<file path="config.mk">
export PLATFORM = sky130hd
export DESIGN_NAME = ulf_uart_core
export DESIGN_NICKNAME = d
export VERILOG_FILES = /design/src/core/ulf_pkg.sv /design/src/core/ulf_baud_gen.sv /design/src/core/ulf_uart_core.sv
export SDC_FILE = /design/constraint.sdc
export NUM_CORES = 1
export LEC_CHECK = 0
export ABC_AREA = 1
export BUFFER_PORTS_ARGS = -buffer_cell sky130_fd_sc_hd__buf_2
export CORE_ASPECT_RATIO = 1.25
export CORE_MARGIN = 5
export CORE_UTILIZATION = 30
export CTS_BUF_LIST = sky130_fd_sc_hd__clkbuf_8
export CTS_CLUSTER_DIAMETER = 30
export CTS_CLUSTER_SIZE = 14
export DETAILED_ROUTE_END_ITERATION = 16
export PLACE_DENSITY = 0.45
export SLEW_MARGIN = 20
export SYNTH_ARGS = -nofsm -noshare
export SYNTH_HDL_FRONTEND = slang
export SYNTH_SLANG_ARGS = --single-unit
</file>
<file path="constraint.sdc">
create_clock -name ref_clk -period 1.79 [get_ports ref_clk]
set_input_delay 0.2685 -clock ref_clk [delete_from_list [all_inputs] [get_ports ref_clk]]
set_output_delay 0.2685 -clock ref_clk [all_outputs]
set_load 0.02 [all_outputs]
</file>
<file path="src/core/ulf_pkg.sv">
// Behaviour
// - Format bits 1:0 pick 5, 6, 7 or 8 data bits for transmit and receive.
// - Stop bit 0 sends one stop; set sends 1.5 with 5 bits, else two.
// - Receiver samples only the first stop bit of each character.
// - Parity enable inserts a parity bit after data on transmit, checks it on receive.
// - Parity sense 0 gives odd ones count, 1 gives even, over data plus parity.
// - Fixed parity with enable forces parity bit to inverse of sense bit.
// - Break bit holds serial output at logic 0 until cleared.
// - Break touches only the output pin; transmitter keeps running.
// - Latch select bit steers offsets 0x00/0x04 to divisor or data/enable registers.
// - Line format register reads back every bit last written.
// - Baud generator divides the clock by the divisor giving the 16x tick.
// - Any divisor from 2 to 65535 divides correctly.
// - Divisor held as low and high byte forming one 16-bit value.
// - Writing either divisor byte reloads the baud counter at once.
// - At 3.6864 MHz divisor 24 gives 9600 baud, divisor 2 gives 115200.
// - Data bit 0 goes first on the line, in and out.
// - With latch select set, low byte at 0x00 and high byte at 0x04.
package ulf_pkg;

  typedef struct packed {
    logic dl_sel;
    logic brk;
    logic stick;
    logic even;
    logic par_en;
    logic stop2;
    logic [1:0] wlen;
  } ulf_fmt_t;

  typedef enum logic [2:0] {
    TX_IDLE = 3'b000,
    TX_START = 3'b001,
    TX_DATA = 3'b010,
    TX_PAR = 3'b011,
    TX_STOP = 3'b100
  } ulf_tx_st_t;

  typedef enum logic [2:0] {
    RX_IDLE = 3'b000,
    RX_START = 3'b001,
    RX_DATA = 3'b010,
    RX_PAR = 3'b011,
    RX_STOP = 3'b100
  } ulf_rx_st_t;

  localparam logic [7:0] ADDR_DATA = 8'h00;
  localparam logic [7:0] ADDR_IER = 8'h04;
  localparam logic [7:0] ADDR_LFC = 8'h0c;
  localparam logic [7:0] ADDR_STAT = 8'h14;

  localparam logic [7:0] LFC_RST = 8'h03;
  localparam logic [15:0] DIV_RST = 16'h0002;
  localparam logic [3:0] IER_RST = 4'h0;

  localparam int ST_RDY = 0;
  localparam int ST_PE = 2;
  localparam int ST_FE = 3;
  localparam int ST_THRE = 5;
  localparam int ST_TEMT = 6;

  localparam logic [5:0] TICKS_BIT = 6'h10;
  localparam logic [5:0] TICKS_HALF = 6'h08;
  localparam logic [5:0] TICKS_STOP15 = 6'h18;
  localparam logic [5:0] TICKS_STOP2 = 6'h20;

  function automatic logic [7:0] ulf_mask(input logic [1:0] wlen);
    return 8'hff >> (2'h3 - wlen);
  endfunction

  function automatic logic [2:0] ulf_last_idx(input logic [1:0] wlen);
    return 3'h4 + {1'b0, wlen};
  endfunction

  function automatic logic ulf_parity(input logic [7:0] d, input ulf_fmt_t f);
    if (f.stick)
      return ~f.even;
    return (^(d & ulf_mask(f.wlen))) ^ ~f.even;
  endfunction

endpackage

</file>
<file path="src/core/ulf_baud_gen.sv">
`timescale 1ns/1ps
module ulf_baud_gen
  import ulf_pkg::*;
#(
  parameter int WIDTH = 16
)
(
  input wire logic ref_clk,
  input wire logic rst,
  input wire logic [WIDTH-1:0] divisor,
  input wire logic reload,
  output logic tick
);

  logic [WIDTH-1:0] cnt_ff;
  logic [WIDTH-1:0] nxt_cnt;
  logic tick_ff;
  logic nxt_tick;

  always_comb
  begin
    nxt_tick = 1'b0;
    if (reload)
      nxt_cnt = divisor;
    else if (cnt_ff <= WIDTH'(1))
    begin
      nxt_cnt = divisor;
      nxt_tick = 1'b1;
    end
    else
      nxt_cnt = cnt_ff - WIDTH'(1);
  end

  always_ff @(posedge ref_clk)
  begin
    if (rst)
    begin
      cnt_ff <= WIDTH'(DIV_RST);
      tick_ff <= 1'b0;
    end
    else
    begin
      cnt_ff <= nxt_cnt;
      tick_ff <= nxt_tick;
    end
  end

  assign tick = tick_ff;
endmodule

</file>
<file path="src/core/ulf_uart_core.sv">
// Added by the designer: the AHB-Lite register port and the address map.
`timescale 1ns/1ps
module ulf_uart_core
  import ulf_pkg::*;
(
  input wire logic ref_clk,
  input wire logic rst,
  input wire logic hsel,
  input wire logic [7:0] haddr,
  input wire logic [1:0] htrans,
  input wire logic hwrite,
  input wire logic [2:0] hsize,
  input wire logic [31:0] hwdata,
  input wire logic hready,
  output logic hreadyout,
  output logic hresp,
  output logic [31:0] hrdata,
  input wire logic serial_rx_pin,
  output logic serial_tx_pin
);

  // Bus and register state
  ulf_fmt_t lfc_ff;
  ulf_fmt_t nxt_lfc;
  logic [3:0] ier_ff;
  logic [3:0] nxt_ier;
  logic [15:0] div_ff;
  logic [15:0] nxt_div;
  logic [7:0] rbr_ff;
  logic [7:0] nxt_rbr;
  logic rdy_ff;
  logic nxt_rdy;
  logic pe_ff;
  logic nxt_pe;
  logic fe_ff;
  logic nxt_fe;
  logic wr_pend_ff;
  logic nxt_wr_pend;
  logic [7:0] wr_addr_ff;
  logic [7:0] nxt_wr_addr;
  logic [31:0] hrdata_ff;
  logic [31:0] nxt_hrdata;
  logic div_reload;
  logic thr_wr;
  logic rd_take;
  logic [7:0] rd_val;

  // Transmit state
  ulf_tx_st_t tx_st_ff;
  ulf_tx_st_t nxt_tx_st;
  ulf_fmt_t tx_fmt_ff;
  ulf_fmt_t nxt_tx_fmt;
  logic [7:0] thr_ff;
  logic [7:0] nxt_thr;
  logic thr_full_ff;
  logic nxt_thr_full;
  logic [7:0] tx_sh_ff;
  logic [7:0] nxt_tx_sh;
  logic tx_par_ff;
  logic nxt_tx_par;
  logic [5:0] tx_cnt_ff;
  logic [5:0] nxt_tx_cnt;
  logic [2:0] tx_idx_ff;
  logic [2:0] nxt_tx_idx;
  logic pin_ff;
  logic nxt_pin;
  logic [5:0] tx_len;
  logic tx_end;
  logic tx_bit;

  // Receive state
  ulf_rx_st_t rx_st_ff;
  ulf_rx_st_t nxt_rx_st;
  ulf_fmt_t rx_fmt_ff;
  ulf_fmt_t nxt_rx_fmt;
  logic [7:0] rx_sh_ff;
  logic [7:0] nxt_rx_sh;
  logic [5:0] rx_cnt_ff;
  logic [5:0] nxt_rx_cnt;
  logic [2:0] rx_idx_ff;
  logic [2:0] nxt_rx_idx;
  logic rx_perr_ff;
  logic nxt_rx_perr;
  logic rx_s1_ff;
  logic rx_s2_ff;
  logic rx_done;
  logic rx_ferr;
  logic rx_mid;

  logic baud_tick;

  ulf_baud_gen #(.WIDTH(16)) u_baud (
    .ref_clk(ref_clk),
    .rst(rst),
    .divisor(nxt_div),
    .reload(div_reload),
    .tick(baud_tick)
  );

  // Zero wait state slave, always OKAY
  assign hreadyout = 1'b1;
  assign hresp = 1'b0;
  assign hrdata = hrdata_ff;
  assign serial_tx_pin = pin_ff;
  assign rd_take = hsel && htrans[1] && hready && !hwrite;

  always_comb
  begin
    nxt_lfc = lfc_ff;
    nxt_ier = ier_ff;
    nxt_div = div_ff;
    nxt_rbr = rbr_ff;
    nxt_rdy = rdy_ff;
    nxt_pe = pe_ff;
    nxt_fe = fe_ff;
    nxt_hrdata = hrdata_ff;
    div_reload = 1'b0;
    thr_wr = 1'b0;
    rd_val = 8'h00;
    nxt_wr_pend = hsel && htrans[1] && hready && hwrite;
    nxt_wr_addr = haddr;
    if (wr_pend_ff)
    begin
      case (wr_addr_ff)
        ADDR_DATA:
        begin
          if (lfc_ff.dl_sel)
          begin
            nxt_div[7:0] = hwdata[7:0];
            div_reload = 1'b1;
          end
          else
            thr_wr = 1'b1;
        end
        ADDR_IER:
        begin
          if (lfc_ff.dl_sel)
          begin
            nxt_div[15:8] = hwdata[7:0];
            div_reload = 1'b1;
          end
          else
            nxt_ier = hwdata[3:0];
        end
        ADDR_LFC: nxt_lfc = ulf_fmt_t'(hwdata[7:0]);
        default: nxt_lfc = lfc_ff;
      endcase
    end
    // Read sees a write still in its data phase
    case (haddr)
      ADDR_DATA: rd_val = nxt_lfc.dl_sel ? nxt_div[7:0] : rbr_ff;
      ADDR_IER: rd_val = nxt_lfc.dl_sel ? nxt_div[15:8] : {4'h0, nxt_ier};
      ADDR_LFC: rd_val = nxt_lfc;
      ADDR_STAT:
      begin
        rd_val[ST_RDY] = rdy_ff;
        rd_val[ST_PE] = pe_ff;
        rd_val[ST_FE] = fe_ff;
        rd_val[ST_THRE] = !thr_full_ff;
        rd_val[ST_TEMT] = !thr_full_ff && tx_st_ff == TX_IDLE;
      end
      default: rd_val = 8'h00;
    endcase
    if (rd_take)
    begin
      nxt_hrdata = {24'h000000, rd_val};
      if (haddr == ADDR_DATA && !nxt_lfc.dl_sel)
        nxt_rdy = 1'b0;
      if (haddr == ADDR_STAT)
      begin
        nxt_pe = 1'b0;
        nxt_fe = 1'b0;
      end
    end
    // Set wins over a clear in the same cycle
    if (rx_done)
    begin
      nxt_rbr = rx_sh_ff & ulf_mask(rx_fmt_ff.wlen);
      nxt_rdy = 1'b1;
      nxt_fe = nxt_fe || rx_ferr;
      nxt_pe = nxt_pe || rx_perr_ff;
    end
  end

  always_ff @(posedge ref_clk)
  begin
    if (rst)
    begin
      lfc_ff <= ulf_fmt_t'(LFC_RST);
      ier_ff <= IER_RST;
      div_ff <= DIV_RST;
      rbr_ff <= 8'h00;
      rdy_ff <= 1'b0;
      pe_ff <= 1'b0;
      fe_ff <= 1'b0;
      wr_pend_ff <= 1'b0;
      wr_addr_ff <= 8'h00;
      hrdata_ff <= 32'h00000000;
    end
    else
    begin
      lfc_ff <= nxt_lfc;
      ier_ff <= nxt_ier;
      div_ff <= nxt_div;
      rbr_ff <= nxt_rbr;
      rdy_ff <= nxt_rdy;
      pe_ff <= nxt_pe;
      fe_ff <= nxt_fe;
      wr_pend_ff <= nxt_wr_pend;
      wr_addr_ff <= nxt_wr_addr;
      hrdata_ff <= nxt_hrdata;
    end
  end

  // Transmitter
  always_comb
  begin
    case (tx_st_ff)
      TX_STOP:
      begin
        if (!tx_fmt_ff.stop2)
          tx_len = TICKS_BIT;
        else if (tx_fmt_ff.wlen == 2'b00)
          tx_len = TICKS_STOP15;
        else
          tx_len = TICKS_STOP2;
      end
      default: tx_len = TICKS_BIT;
    endcase
    tx_end = baud_tick && tx_cnt_ff == tx_len - 6'h01;
    case (tx_st_ff)
      TX_START: tx_bit = 1'b0;
      TX_DATA: tx_bit = tx_sh_ff[0];
      TX_PAR: tx_bit = tx_par_ff;
      default: tx_bit = 1'b1;
    endcase
    nxt_pin = lfc_ff.brk ? 1'b0 : tx_bit;
    nxt_tx_st = tx_st_ff;
    nxt_tx_fmt = tx_fmt_ff;
    nxt_thr = thr_wr ? hwdata[7:0] : thr_ff;
    nxt_thr_full = thr_full_ff || thr_wr;
    nxt_tx_sh = tx_sh_ff;
    nxt_tx_par = tx_par_ff;
    nxt_tx_idx = tx_idx_ff;
    nxt_tx_cnt = baud_tick ? tx_cnt_ff + 6'h01 : tx_cnt_ff;
    case (tx_st_ff)
      TX_IDLE:
      begin
        nxt_tx_cnt = 6'h00;
        if (thr_full_ff)
        begin
          nxt_tx_fmt = lfc_ff;
          nxt_tx_sh = thr_ff;
          nxt_tx_par = ulf_parity(thr_ff, lfc_ff);
          nxt_thr_full = thr_wr;
          nxt_tx_idx = 3'h0;
          nxt_tx_st = TX_START;
        end
      end
      TX_START:
      begin
        if (tx_end)
        begin
          nxt_tx_cnt = 6'h00;
          nxt_tx_st = TX_DATA;
        end
      end
      TX_DATA:
      begin
        if (tx_end)
        begin
          nxt_tx_cnt = 6'h00;
          nxt_tx_sh = {1'b0, tx_sh_ff[7:1]};
          nxt_tx_idx = tx_idx_ff + 3'h1;
          if (tx_idx_ff == ulf_last_idx(tx_fmt_ff.wlen))
            nxt_tx_st = tx_fmt_ff.par_en ? TX_PAR : TX_STOP;
        end
      end
      TX_PAR:
      begin
        if (tx_end)
        begin
          nxt_tx_cnt = 6'h00;
          nxt_tx_st = TX_STOP;
        end
      end
      TX_STOP:
      begin
        if (tx_end)
        begin
          nxt_tx_cnt = 6'h00;
          nxt_tx_st = TX_IDLE;
        end
      end
      default: nxt_tx_st = TX_IDLE;
    endcase
  end

  always_ff @(posedge ref_clk)
  begin
    if (rst)
    begin
      tx_st_ff <= TX_IDLE;
      tx_fmt_ff <= ulf_fmt_t'(LFC_RST);
      thr_ff <= 8'h00;
      thr_full_ff <= 1'b0;
      tx_sh_ff <= 8'h00;
      tx_par_ff <= 1'b0;
      tx_cnt_ff <= 6'h00;
      tx_idx_ff <= 3'h0;
      pin_ff <= 1'b1;
    end
    else
    begin
      tx_st_ff <= nxt_tx_st;
      tx_fmt_ff <= nxt_tx_fmt;
      thr_ff <= nxt_thr;
      thr_full_ff <= nxt_thr_full;
      tx_sh_ff <= nxt_tx_sh;
      tx_par_ff <= nxt_tx_par;
      tx_cnt_ff <= nxt_tx_cnt;
      tx_idx_ff <= nxt_tx_idx;
      pin_ff <= nxt_pin;
    end
  end

  // Receiver; line is synchronised before use
  always_comb
  begin
    nxt_rx_st = rx_st_ff;
    nxt_rx_fmt = rx_fmt_ff;
    nxt_rx_sh = rx_sh_ff;
    nxt_rx_idx = rx_idx_ff;
    nxt_rx_perr = rx_perr_ff;
    nxt_rx_cnt = baud_tick ? rx_cnt_ff + 6'h01 : rx_cnt_ff;
    rx_mid = baud_tick && rx_cnt_ff == TICKS_BIT - 6'h01;
    rx_done = 1'b0;
    rx_ferr = 1'b0;
    case (rx_st_ff)
      RX_IDLE:
      begin
        nxt_rx_cnt = 6'h00;
        if (!rx_s2_ff)
        begin
          nxt_rx_fmt = lfc_ff;
          nxt_rx_sh = 8'h00;
          nxt_rx_idx = 3'h0;
          nxt_rx_perr = 1'b0;
          nxt_rx_st = RX_START;
        end
      end
      RX_START:
      begin
        if (baud_tick && rx_cnt_ff == TICKS_HALF - 6'h01)
        begin
          nxt_rx_cnt = 6'h00;
          nxt_rx_st = rx_s2_ff ? RX_IDLE : RX_DATA;
        end
      end
      RX_DATA:
      begin
        if (rx_mid)
        begin
          nxt_rx_cnt = 6'h00;
          nxt_rx_sh[rx_idx_ff] = rx_s2_ff;
          nxt_rx_idx = rx_idx_ff + 3'h1;
          if (rx_idx_ff == ulf_last_idx(rx_fmt_ff.wlen))
            nxt_rx_st = rx_fmt_ff.par_en ? RX_PAR : RX_STOP;
        end
      end
      RX_PAR:
      begin
        if (rx_mid)
        begin
          nxt_rx_cnt = 6'h00;
          nxt_rx_perr = rx_s2_ff != ulf_parity(rx_sh_ff, rx_fmt_ff);
          nxt_rx_st = RX_STOP;
        end
      end
      RX_STOP:
      begin
        if (rx_mid)
        begin
          rx_done = 1'b1;
          rx_ferr = !rx_s2_ff;
          nxt_rx_st = RX_IDLE;
        end
      end
      default: nxt_rx_st = RX_IDLE;
    endcase
  end

  always_ff @(posedge ref_clk)
  begin
    if (rst)
    begin
      rx_s1_ff <= 1'b1;
      rx_s2_ff <= 1'b1;
      rx_st_ff <= RX_IDLE;
      rx_fmt_ff <= ulf_fmt_t'(LFC_RST);
      rx_sh_ff <= 8'h00;
      rx_cnt_ff <= 6'h00;
      rx_idx_ff <= 3'h0;
      rx_perr_ff <= 1'b0;
    end
    else
    begin
      rx_s1_ff <= serial_rx_pin;
      rx_s2_ff <= rx_s1_ff;
      rx_st_ff <= nxt_rx_st;
      rx_fmt_ff <= nxt_rx_fmt;
      rx_sh_ff <= nxt_rx_sh;
      rx_cnt_ff <= nxt_rx_cnt;
      rx_idx_ff <= nxt_rx_idx;
      rx_perr_ff <= nxt_rx_perr;
    end
  end
endmodule

</file>
==> impl_metrics.tcl <==
set metrics [dict create \
    outcome "finished, final reports clean" \
    leakagePower_uw 0.003847 \
    worstPathRequired_ns 2.13 \
    finalWorstSetupSlack_ns 0.07311 \
    post-dp-hpwl_um 14210 \
    synthArstFlopShare 0 \
    fp.dieArea_um2 25970 \
    cts_max_path_buffers 2 \
    arrival_ns 2.06 \
    worstPathCellList "nor2_2 > nand2_4 > nor2_8 > nand2_4 > nand2_2 > nand2_4 > buf_12 > o211ai_1 > nand3_1 > nand2_1 > inv_1" \
    ant_nets 0 \
    diodes 0 \
    rsz0062_at_grt "true" \
    wl_per_cell_um 13.47 \
    vias_per_cell 4.524 \
    syn_inst 997 \
    critical_path_class "register to register" \
    finalPower_uw 9385 \
    fp.dieH_um 178.9 \
    end_kind "register" \
    dr.pass1.iters 4 \
    synthesis.area_um2 6849 \
    cts.clk_slew.worst_paths_ns 0.08 \
    cts_made_buffers 17 \
    cp_num_cells 11 \
    synth_edf_count 0 \
    final_nets 1149 \
    r2r_slack_ns 0.07 \
    htreeDepth 4 \
    synth_area_leaders "dfxtp_1, nand2_1, inv_1" \
    hold_viol 0 \
    yosysTopAreaCell "dfxtp_1" \
    critPathLaunchType "register" \
    drc_errors 0 \
    crit_fanout 12 \
    drv_slew 0 \
    instances_no_fill 1388 \
    port_buffers 31 \
    avgSynthCellArea_um2 6.870 \
    synth_cell_types 44 \
    period_minus_slack_ns 1.717 \
    ys.flop_type "dfxtp_1" \
    place.gp.congestion 0.8556 \
    start_util 0.3063 \
    final_layout_size_suffix_gt1_frac 0.1864 \
    clock_sinks 136 \
    grt_max_degree 65 \
    yosysTopAreaCellShare 0.3975 \
    die_width_um 145.1 \
    dp.cells 1346 \
    ys_seq_area_frac 0.3975 \
    r2r-start "wr_addr_ff[4]" \
    grt_usage 0.1466 \
    ys_warn_count 0 \
    r2r_end "hrdata[1]" \
    place_ws_ns -0.01881 \
    maxCapViolations 0 \
    critical_path.startpoint "wr_addr_ff[4]" \
    antenna_found_initial 0 \
    num_rows 61 \
    finClkSkew_ns 0.01500 \
    clockRootBuffer "clkbuf_8" \
    core-area_um2 22360 \
    cp_slowest_cell "dfxtp_1" \
    vdd_drop_max_v 0.0005030 \
    slowest_delay_ns 0.31 \
    num_vias 6280 \
    grt_pass1_wl_um 30590 \
    drtIter0Drc 204 \
    reg2reg_depth 11 \
    cp_common_cell "nand2_4" \
    cts_tree "done" \
    ys_ff_latch 136 \
    fillCellCount 2450 \
    setup-violations-final 0 \
    hold_class "input pin to register" \
    drt_wl_total_um 18700 \
    critPathTopFamily "simple AND/OR/NAND/NOR gates" \
    clock_latency_ns 0.45 \
    crit_end "hrdata[1]" \
    clock.fmax_mhz 582.5 \
    pwr_density_cell_nw_per_um2 1129 \
    cp_num_buf_inv 2 \
    grt_pass1_vias 6166 \
    grt-ovfl-total 0 \
    layout-area-overhead-vs-synth_pct 21.34 \
    io_pins 86 \
    period_share 0.9592 \
]
[metrics by stage]
step                      cell area (um2)  hold slack (ns)    TNS, ns    util
after floorplan                      6939           0.3723          0       -
after global placement               7636           0.3981  -0.007481  0.3415
after detailed placement             7636           0.3981   -0.03959  0.3415
after CTS                            8117         0.007321          0  0.3630
after global routing                 8310          0.04389    -0.1059  0.3716
final                                8310          0.04953          0  0.3716
[routing by layer]
metal	track usage	vias up	share of wire
li1	-	3329	-
met1	0.1694	2856	0.45
met2	0.2690	67	0.51
met3	0.02503	28	0.023
met4	0.05910	0	0.022
met5	0	-	0
[worst register-to-register path: cells and delay by family (launching register included)]
family	cells	cell delay (ns)
AND/OR/NAND/NOR	8	0.87
flip-flops	1	0.31
AO/OA/AOI/OAI	1	0.28
buffers and inverters	2	0.17
[logic make-up (layout without fill, tap and decap cells)]
| family | after synthesis | in the layout | share of synthesized area |
|---|---|---|---|
| AO/OA/AOI/OAI | 176 | 176 | 0.1449 |
| XOR/XNOR | 19 | 19 | 0.02430 |
| adder cells (fa/ha/maj) | 6 | 6 | 0.01096 |
| buffers and inverters | 184 | 268 | 0.1195 |
| flip-flops | 136 | 136 | 0.3975 |
| other | 2 | 26 | 0.001096 |
| AND/OR/NAND/NOR | 474 | 474 | 0.3018 |
[cell type report]
class,instances,area (um2),share of cell area
Clock buffer,19,261.5,0.03147
Clock inverter,13,201.4,0.02424
Inverter,132,495.5,0.05962
Multi-Input combinational cell,701,3520,0.4235
Sequential cell,136,2728,0.3282
Tap cell,283,354.1,0.04261
Timing Repair Buffer,104,750.7,0.09033
[synthesized netlist by cell type (3+ instances only)]
library cell  number
a31oi_1            4
nor3b_1            4
o21ai_1            4
buf_1              4
buf_4             28
nand2_4            4
nand4_1           10
nor3_1            10
nor3_2             3
a21oi_1           53
a211oi_1           3
nand3b_1           5
dfxtp_1          136
inv_2              3
clkbuf_1          12
or2_2              5
inv_1            127
nand2_2            8
buf_2              6
a21oi_2            6
nand3_1           55
o211ai_1          10
o21ai_0           84
nor2_2             6
xor2_1            10
nor2_1           112
xnor2_1            9
nand2_1          245
ha_1               6
o311a_1            4
[placed cells by master (no fill, tap or decap), drive strengths merged, types with 2 or more instances in the layout]
cell,n
nand2,257
dfxtp,136
inv,131
nor2,121
buf,103
o21ai,88
a21oi,60
nand3,56
conb,26
clkbuf,19
nor3,13
o211ai,10
nand4,10
xor2,10
xnor2,9
clkinv,7
ha,6
or2,5
nand3b,5
bufinv,5
a31oi,4
o311a,4
nor3b,4
a211oi,3
o22ai,2
nand2b,2
clkinvlp,2
o2111ai,2
[state kept, by name, indices dropped and copies added (netlist names), 6 cells and up]
name and flops:
rx_cnt_ff 6, thr_ff 8, hrdata 8, div_ff 16, tx_cnt_ff 6, rx_sh_ff 8, rbr_ff 8, tx_sh_ff 8
lfc_ff 8, wr_addr_ff 8, u_baud.cnt_ff 16
[worst min path at each step]
stage,start,to,slack [ns],depth (start not counted)
3_3_place_gp,rx_s1_ff,rx_s2_ff,0.40,1
3_5_place_dp,rx_s1_ff,rx_s2_ff,0.40,1
2_1_floorplan,serial_rx_pin,rx_s1_ff,0.37,1
6_report,haddr[1],wr_addr_ff[1],0.05,3
5_1_grt,haddr[1],wr_addr_ff[1],0.04,3
4_1_cts,haddr[0],wr_addr_ff[0],0.007,3
[where the power goes]
part / internal, uW / total (uW) / switching, uW
clock network: 1720 / 2980 / 1260
logic: 1100 / 2860 / 1760
registers: 3290 / 3540 / 246
[repair_timing]
action	in CTS	in global routing
buffers inserted	0	9
gates resized for setup	2	50
pin swaps	0	14
endpoints found under the hold margin	1	0
setup endpoints to repair	8	55
cloned	0	0
hold buffers	1	0
No activity file was read; power rests on OpenSTA's default activity.
